File: src/rad_defs.svh
// Constant definitions for the RS-485 direction and multidrop block
`ifndef RAD_DEFS_SVH
`define RAD_DEFS_SVH

// ------------------------------------------------------------
// Control bit positions
// ------------------------------------------------------------
`define RAD_EFC_MULTIDROP_BIT 0
`define RAD_EFC_AUTODIR_BIT   4
`define RAD_EFC_INVERT_BIT    5
`define RAD_MODEM_RTS_BIT     1
`define RAD_ENH_SPECIAL_BIT   5
`define RAD_IEN_LINE_BIT      2
`define RAD_LINE_PARITY_HI    5
`define RAD_LINE_PARITY_LO    3
`define RAD_LINE_FORCE_P0     3'h7

// ------------------------------------------------------------
// Reset values
// ------------------------------------------------------------
`define RAD_RTS_RESET         1'b1
`define RAD_RX_EN_RESET       1'b0
`define RAD_PUSH_RESET        1'b0
`define RAD_DATA_RESET        8'h00
`define RAD_PERR_RESET        1'b0
`define RAD_IRQ_RESET         1'b0

`endif

File: src/rad_pkg.sv
// Types shared by the RS-485 direction and multidrop block
package rad_pkg;
    // Classification of one received character
    typedef enum logic [3:0]
    {
        RAD_CH_DROP  = 4'h1,
        RAD_CH_STORE = 4'h2,
        RAD_CH_ADDR  = 4'h4,
        RAD_CH_NONE  = 4'h8
    } rad_class_e;
endpackage

File: src/rad_rx_if.sv
// Interface carrying a received character to the multidrop filter
`timescale 1ns/100ps
interface rad_rx_if;
    logic       valid;
    logic [7:0] data;
    logic       ninth;
    logic       rx_en;
    logic       keep;
    logic       perr;
    logic       set_en;
    logic       clr_en;

    modport top
    (
        output valid,
        output data,
        output ninth,
        output rx_en,
        input  keep,
        input  perr,
        input  set_en,
        input  clr_en
    );
    modport filt
    (
        input  valid,
        input  data,
        input  ninth,
        input  rx_en,
        output keep,
        output perr,
        output set_en,
        output clr_en
    );
endinterface

File: src/rad_rs485_ctrl.sv
// RS-485 auto direction and multidrop receive support
`timescale 1ns/100ps
`include "rad_defs.svh"
module rad_rs485_ctrl
    import rad_pkg::*;
(
    input  wire logic       clk,
    input  wire logic       resetn,
    input  wire logic [7:0] modem_control_reg,
    input  wire logic [7:0] extra_feature_control,
    input  wire logic [7:0] enhanced_feature_reg,
    input  wire logic [7:0] line_control_reg,
    input  wire logic [7:0] interrupt_enable_reg,
    input  wire logic [7:0] flow_stop_char_two,
    input  wire logic       hw_flow_en,
    input  wire logic       hw_flow_rts,
    input  wire logic       tx_pending,
    input  wire logic       tx_shift_busy,
    input  wire logic       rx_en_set,
    input  wire logic       rx_en_clr,
    input  wire logic       rx_valid,
    input  wire logic [7:0] rx_data,
    input  wire logic       rx_ninth,
    output logic            rts_n,
    output logic            rx_en,
    output logic            fifo_push,
    output logic [7:0]      fifo_data,
    output logic            fifo_perr,
    output logic            line_irq
);
    // ------------------------------------------------------------
    // State
    // ------------------------------------------------------------
    // Registered copies of every output, so no pin ever glitches
    logic       rts_n_r;      // Direction pin level
    logic       rx_en_r;      // Receiver enable flag
    logic       fifo_push_r;  // One-cycle write strobe
    logic [7:0] fifo_data_r;  // Character beside the strobe
    logic       fifo_perr_r;  // Ninth bit in the error slot
    logic       line_irq_r;   // One-cycle line status request
    rad_class_e rx_class;     // Verdict on the character in flight

    // ------------------------------------------------------------
    // Control decode
    // ------------------------------------------------------------
    // Feature enables picked out of the register images
    wire logic auto_dir = extra_feature_control[`RAD_EFC_AUTODIR_BIT];
    wire logic invert   = extra_feature_control[`RAD_EFC_INVERT_BIT];
    wire logic md_en    = extra_feature_control[`RAD_EFC_MULTIDROP_BIT];
    wire logic spec_en  = enhanced_feature_reg[`RAD_ENH_SPECIAL_BIT];
    wire logic line_ie  = interrupt_enable_reg[`RAD_IEN_LINE_BIT];
    wire logic mdm_rts  = modem_control_reg[`RAD_MODEM_RTS_BIT];
    // Parity setting is passed on for visibility only; an address is
    // flagged even if software forgot to force parity
    wire logic force_p0 = line_control_reg[`RAD_LINE_PARITY_HI:`RAD_LINE_PARITY_LO] == `RAD_LINE_FORCE_P0;

    // ------------------------------------------------------------
    // Direction control
    // ------------------------------------------------------------
    // Direction stays active until the last stop bit leaves the shifter;
    // watching the FIFO alone would cut the final character short
    wire logic tx_active = tx_pending | tx_shift_busy;
    // Normal polarity pulls the pin low while sending, inverted drives it high
    wire logic auto_rts  = invert ? tx_active : ~tx_active;
    // A set modem bit is a request, which is a low pin
    wire logic mdm_pin   = ~mdm_rts;
    wire logic man_rts   = hw_flow_en ? hw_flow_rts : mdm_pin;
    // Auto mode wins even if flow control was left on
    wire logic rts_nxt   = auto_dir ? auto_rts : man_rts;

    // ------------------------------------------------------------
    // Character filter
    // ------------------------------------------------------------
    // The filter stays purely combinational; all timing lives here
    rad_rx_if rxi();
    assign rxi.valid = rx_valid;
    assign rxi.data  = rx_data;
    assign rxi.ninth = rx_ninth;
    assign rxi.rx_en = rx_en_r;

    rad_md_filter u_filt
    (
        .rx         (rxi.filt),
        .md_en      (md_en),
        .special_en (spec_en),
        .force_p0   (force_p0),
        .match_char (flow_stop_char_two)
    );

    // One verdict per character, so strobe and flag cannot disagree
    assign rx_class = !rx_valid ? RAD_CH_NONE  :
                      !rxi.keep ? RAD_CH_DROP  :
                      rxi.perr  ? RAD_CH_ADDR  :
                                  RAD_CH_STORE;

    // Store and address verdicts both write the receive FIFO
    wire logic push_nxt = (rx_class == RAD_CH_STORE) | (rx_class == RAD_CH_ADDR);
    // Ninth bit reported in the parity error slot
    wire logic perr_nxt = rx_class == RAD_CH_ADDR;
    // Line interrupt only for a stored address and only when allowed
    wire logic irq_nxt  = perr_nxt & line_ie;

    // ------------------------------------------------------------
    // Receiver enable flag
    // ------------------------------------------------------------
    // Controller clear closes the receiver at the end of a message
    wire logic ctl_keep = rx_en_r & ~rx_en_clr;
    // A foreign address closes it in auto detection mode
    wire logic hw_keep  = ctl_keep & ~rxi.clr_en;
    // Any set beats any clear in the same cycle, so a matching address
    // is never lost to a controller write landing in the same clock
    wire logic en_nxt   = rxi.set_en | hw_keep | rx_en_set;

    // ------------------------------------------------------------
    // Registers
    // ------------------------------------------------------------
    // Direction pin; a glitch here would key the line driver for
    // a moment and corrupt another station's frame
    always_ff @(posedge clk or negedge resetn)
    begin
        if (!resetn)
        begin
            rts_n_r <= `RAD_RTS_RESET;
        end
        else
        begin
            rts_n_r <= rts_nxt;
        end
    end

    // Receiver enable flag, written by controller and address detection
    always_ff @(posedge clk or negedge resetn)
    begin
        if (!resetn)
        begin
            rx_en_r <= `RAD_RX_EN_RESET;
        end
        else
        begin
            rx_en_r <= en_nxt;
        end
    end

    // Write strobe lasts exactly one cycle per kept character
    always_ff @(posedge clk or negedge resetn)
    begin
        if (!resetn)
        begin
            fifo_push_r <= `RAD_PUSH_RESET;
        end
        else
        begin
            fifo_push_r <= push_nxt;
        end
    end

    // Data follows the input every cycle; only the strobe makes it count,
    // which saves a load enable on eight flops
    always_ff @(posedge clk or negedge resetn)
    begin
        if (!resetn)
        begin
            fifo_data_r <= `RAD_DATA_RESET;
        end
        else
        begin
            fifo_data_r <= rx_data;
        end
    end

    // Error slot carries the ninth bit of a stored address
    always_ff @(posedge clk or negedge resetn)
    begin
        if (!resetn)
        begin
            fifo_perr_r <= `RAD_PERR_RESET;
        end
        else
        begin
            fifo_perr_r <= perr_nxt;
        end
    end

    // Interrupt request pulses alongside the flagged write
    always_ff @(posedge clk or negedge resetn)
    begin
        if (!resetn)
        begin
            line_irq_r <= `RAD_IRQ_RESET;
        end
        else
        begin
            line_irq_r <= irq_nxt;
        end
    end

    // ------------------------------------------------------------
    // Outputs
    // ------------------------------------------------------------
    // Ports are plain wires onto the flops above
    assign rts_n     = rts_n_r;
    assign rx_en     = rx_en_r;
    assign fifo_push = fifo_push_r;
    assign fifo_data = fifo_data_r;
    assign fifo_perr = fifo_perr_r;
    assign line_irq  = line_irq_r;
endmodule

File: src/rad_md_filter.sv
// Combinational multidrop character filter
`timescale 1ns/100ps
`include "rad_defs.svh"
module rad_md_filter
    import rad_pkg::*;
(
    rad_rx_if.filt     rx,
    input  wire logic  md_en,
    input  wire logic  special_en,
    input  wire logic  force_p0,
    input  wire logic [7:0] match_char
);
    // ------------------------------------------------------------
    // Decode
    // ------------------------------------------------------------
    wire logic is_addr  = md_en & rx.ninth;
    wire logic is_match = rx.data == match_char;
    wire logic auto_det = md_en & special_en;
    wire logic norm_md  = md_en & ~special_en;

    // Normal mode: data dropped while disabled, address always stored
    wire logic keep_norm = is_addr | rx.rx_en;
    // Auto mode: only matching address or data while enabled survive
    wire logic keep_auto = is_addr ? is_match : rx.rx_en;

    assign rx.keep   = rx.valid & (~md_en | (norm_md ? keep_norm : keep_auto));
    // Both modes carry the ninth bit; the forced parity setting has no effect on it
    assign rx.perr   = rx.valid & is_addr & (auto_det ? 1'b1 : force_p0 | 1'b1);
    assign rx.set_en = rx.valid & auto_det & is_addr & is_match;
    assign rx.clr_en = rx.valid & auto_det & is_addr & ~is_match;
endmodule

File: config.mk
export PLATFORM = sky130hd
export DESIGN_NAME = rad_rs485_ctrl
export DESIGN_NICKNAME = d
export VERILOG_FILES = /design/src/rad_pkg.sv /design/src/rad_rx_if.sv /design/src/rad_rs485_ctrl.sv /design/src/rad_md_filter.sv
export VERILOG_INCLUDE_DIRS = /design/src
export SDC_FILE = /design/constraint.sdc
export NUM_CORES = 1
export LEC_CHECK = 0
export ABC_AREA = 1
export BUFFER_PORTS_ARGS = -buffer_cell sky130_fd_sc_hd__buf_2
export CORE_ASPECT_RATIO = 0.6
export CORE_MARGIN = 2
export CORE_UTILIZATION = 26
export DETAILED_ROUTE_END_ITERATION = 16
export PLACE_DENSITY = 0.75
export SLEW_MARGIN = 20
export SYNTH_ARGS = -nofsm -noshare
export SYNTH_HDL_FRONTEND = slang
export SYNTH_SLANG_ARGS = --single-unit
File: constraint.sdc
create_clock -name clk -period 0.9 [get_ports clk]
set_input_delay 0.045 -clock clk [delete_from_list [all_inputs] [get_ports clk]]
set_output_delay 0.045 -clock clk [all_outputs]
set_load 0.05 [all_outputs]
==> metrics.cfg <==
[status]
status = finished with violations
violations = setup timing

[setup_path]
worst_path_largest_cell_delay_ns = 0.53
worst_ep_arrival_time_ns = 0.93
endpoint_kind = output pin
worstPathMaxFanout = 1
cp.required_ns = 0.85
cpLargestDelayFamily = flip-flops
cp_num_buf_inv = 1
cp_cell_sequence = buf_8
start_kind = flip-flop
crit_slowest_cell = dfstp_2
worstSetupPathType = reg -> out

[finish]
layout.nets = 189
design_area_sq_mm = 0.00104
drive_gt1_frac = 0.451
filler_cell_count = 204
area_delta_synth_final_pct = 83.1
fin_util = 0.494
diodes = 0

[power]
power_frac_clock = 0.250
swShare = 0.298
power.switching_uw = 413
ir_drop_mv = 0.768
power.density_mw_per_mm2 = 1330
pwr-share-comb = 0.292
internal-power_uw = 974
seqPwrFrac = 0.458
p_leak_uw = 0.000554
finalPower_uw = 1390

[job]
maxCapViolCount = 0

[logic_synthesis]
synthMuxAreaShare = 0
synth_compound_area_frac = 0.0614
ys_ff_latch = 13
syn-instance-count = 62
syn_area_per_cell_sq_um = 9.20
synth_top_family_by_area = simple AND/OR/NAND/NOR gates
synthAdderAreaFrac = 0
synth.yosys.seq_area_share = 0.572
yosys_warnings = 0
synth-simple-area-share = 0.230
synth_nets = 128
synthXorXnorAreaFrac = 0.0768
synth_area_sq_um = 571
synth_cell_types = 16

[die]
die_y_um = 40.3
initial_utilization = 0.270
die_area_sq_mm = 0.00260
std_cell_rows = 13
die_w_um = 64.5
coreArea_sq_mm = 0.00211
ios = 79

[sta]
hold_viol = 0
setup_violations = 1
tightest_slew_ns = 0.292
finClkSkew_ns = 0.00946
period_needed_ns = 0.979
rsz0062_at_grt = yes
slew_violations = 0
max_slew_margin = 0.805
layout_setup_ws_ns = -0.0790
fmax_mhz = 1020
period_share = 1.09

[detailed_routing]
wire_per_inst_um = 9.79
drt_wl_total_um = 1490
first_iter_violations = 6
vias = 619
ant_nets = 0
routed_via_density = 4.07
first_pass_iters = 2
route.detailed.drc = 0

[clock_tree]
insertion_delay_ns = 0.27
post_cts_buffers = 0
path_clk_slew_ns = 0.07
h-tree-depth = 1
cts_root_buf = clkbuf_4
numCtsBuffers = 3
cts_tree = yes
cts.path.max_buffers = 2
clock-sinks = 13

[global_route]
grt_pass1_wl_um = 2160
grt_max_degree = 14
use_met1 = 0.103
grt.overflow.total = 0
busiest_layer = met2
first_global_vias = 554
grtUsageMet2 = 0.250
gr-usage-met3 = 0.0590
antenna_found_initial = 0
grt_usage = 0.116

[placement]
gp_congestion = 0.648
dp_hpwl_um = 1150
placed_area_sq_um = 832
portBuffers = 44

[worst_hold_path]
hold_class = in -> reg

-- cells by family (layout without fill, tap and decap cells) --
family / after synthesis / after routing
and+or+nand+nor: 30 / 30
DFF: 13 / 13
buffers and inverters: 9 / 69
AOI/OAI and AO/OA: 5 / 5
xor gates and xnor gates: 5 / 5
-- worst paths after layout --
kind / from / end / slack (ns) / cells after the start
max: rts_n$_DFF_PN1_ / rts_n / -0.08 / 1
min: interrupt_enable_reg[2] / line_irq$_DFF_PN0_ / 0.03 / 2
max reg2reg: rx_en$_DFF_PN0_ / fifo_push$_DFF_PN0_ / 0.02 / 3
min reg2reg: rx_en$_DFF_PN0_ / rx_en$_DFF_PN0_ / 0.58 / 2
max in group asynchronous: resetn / rts_n$_DFF_PN1_ / 0.43 / 2
min in group asynchronous: resetn / fifo_data[0]$_DFF_PN0_ / 0.17 / 2
-- power by group through the flow --
stage	combinational (uW)	clock [uW]	sequential, uW
after global routing	435	393	638
final	406	347	635
after detailed placement	332	0	639
after CTS	393	367	632
after global placement	322	0	638
after floorplan	78.3	0	757
-- timing repair --
item,4_1_cts,5_1_grt
resized for setup,12,15
cloned,0,0
endpoints found under the setup margin,8,14
hold buffers,12,0
endpoints found under the hold margin,24,0
-- Yosys cell counts (all sizes together) --
cell type	number	area share
dfrtp	12	0.53
nor2	7	0.050
xnor2	5	0.077
or2	1	0.011
and3	1	0.011
nand3b	1	0.013
dfstp	1	0.046
a21boi	1	0.013
o22ai	1	0.011
a21oi	2	0.024
nand2	20	0.14
o211ai	1	0.013
inv	9	0.059
-- layout make-up --
cell class,count,area (sq um),area share
Multi-Input combinational cell,40,213,0.204
Inverter,9,33.8,0.0323
Sequential cell,13,328,0.314
Clock buffer,4,26.3,0.0251
Tap cell,30,37.5,0.0359
Timing Repair Buffer,56,407,0.389
-- metrics by stage --
step	setup WS (ns)	hold WS, ns	instances	setup TNS, ns
3_3_place_gp	0.0295	-0.0565	136	0
2_1_floorplan	-0.0673	-0.251	62	-0.0673
3_5_place_dp	-0.0496	-0.0490	136	-0.0740
5_1_grt	-0.111	0.0147	152	-0.180
6_report	-0.0790	0.0250	152	-0.0790
4_1_cts	-0.0949	0.0164	152	-0.109
-- registers in the layout, summed over array words and instances (netlist names) --
name,count
fifo_data,8
fifo_perr,1
fifo_push,1
line_irq,1
rts_n,1
rx_en,1
-- metal layers --
| metal | share of wire | wire, um |
|---|---|---|
| met5 | 0 | 0 |
| met2 | 0.58 | 859 |
| met1 | 0.37 | 554 |
| met4 | 0 | 0 |
| met3 | 0.050 | 75 |
-- placed cells by master, fill, tap and decap left out, types with 3 or more instances in the layout --
| master | instances |
|---|---|
| clkbuf_4 | 3 |
| buf_6 | 7 |
| xnor2_1 | 5 |
| nand2_2 | 3 |
| buf_4 | 5 |
| dfrtp_1 | 11 |
| nand2_1 | 17 |
| buf_2 | 31 |
| dlygate4sd3_1 | 12 |
| inv_1 | 9 |
| nor2_1 | 6 |
Note: power is estimated with default switching activity, not from simulation.
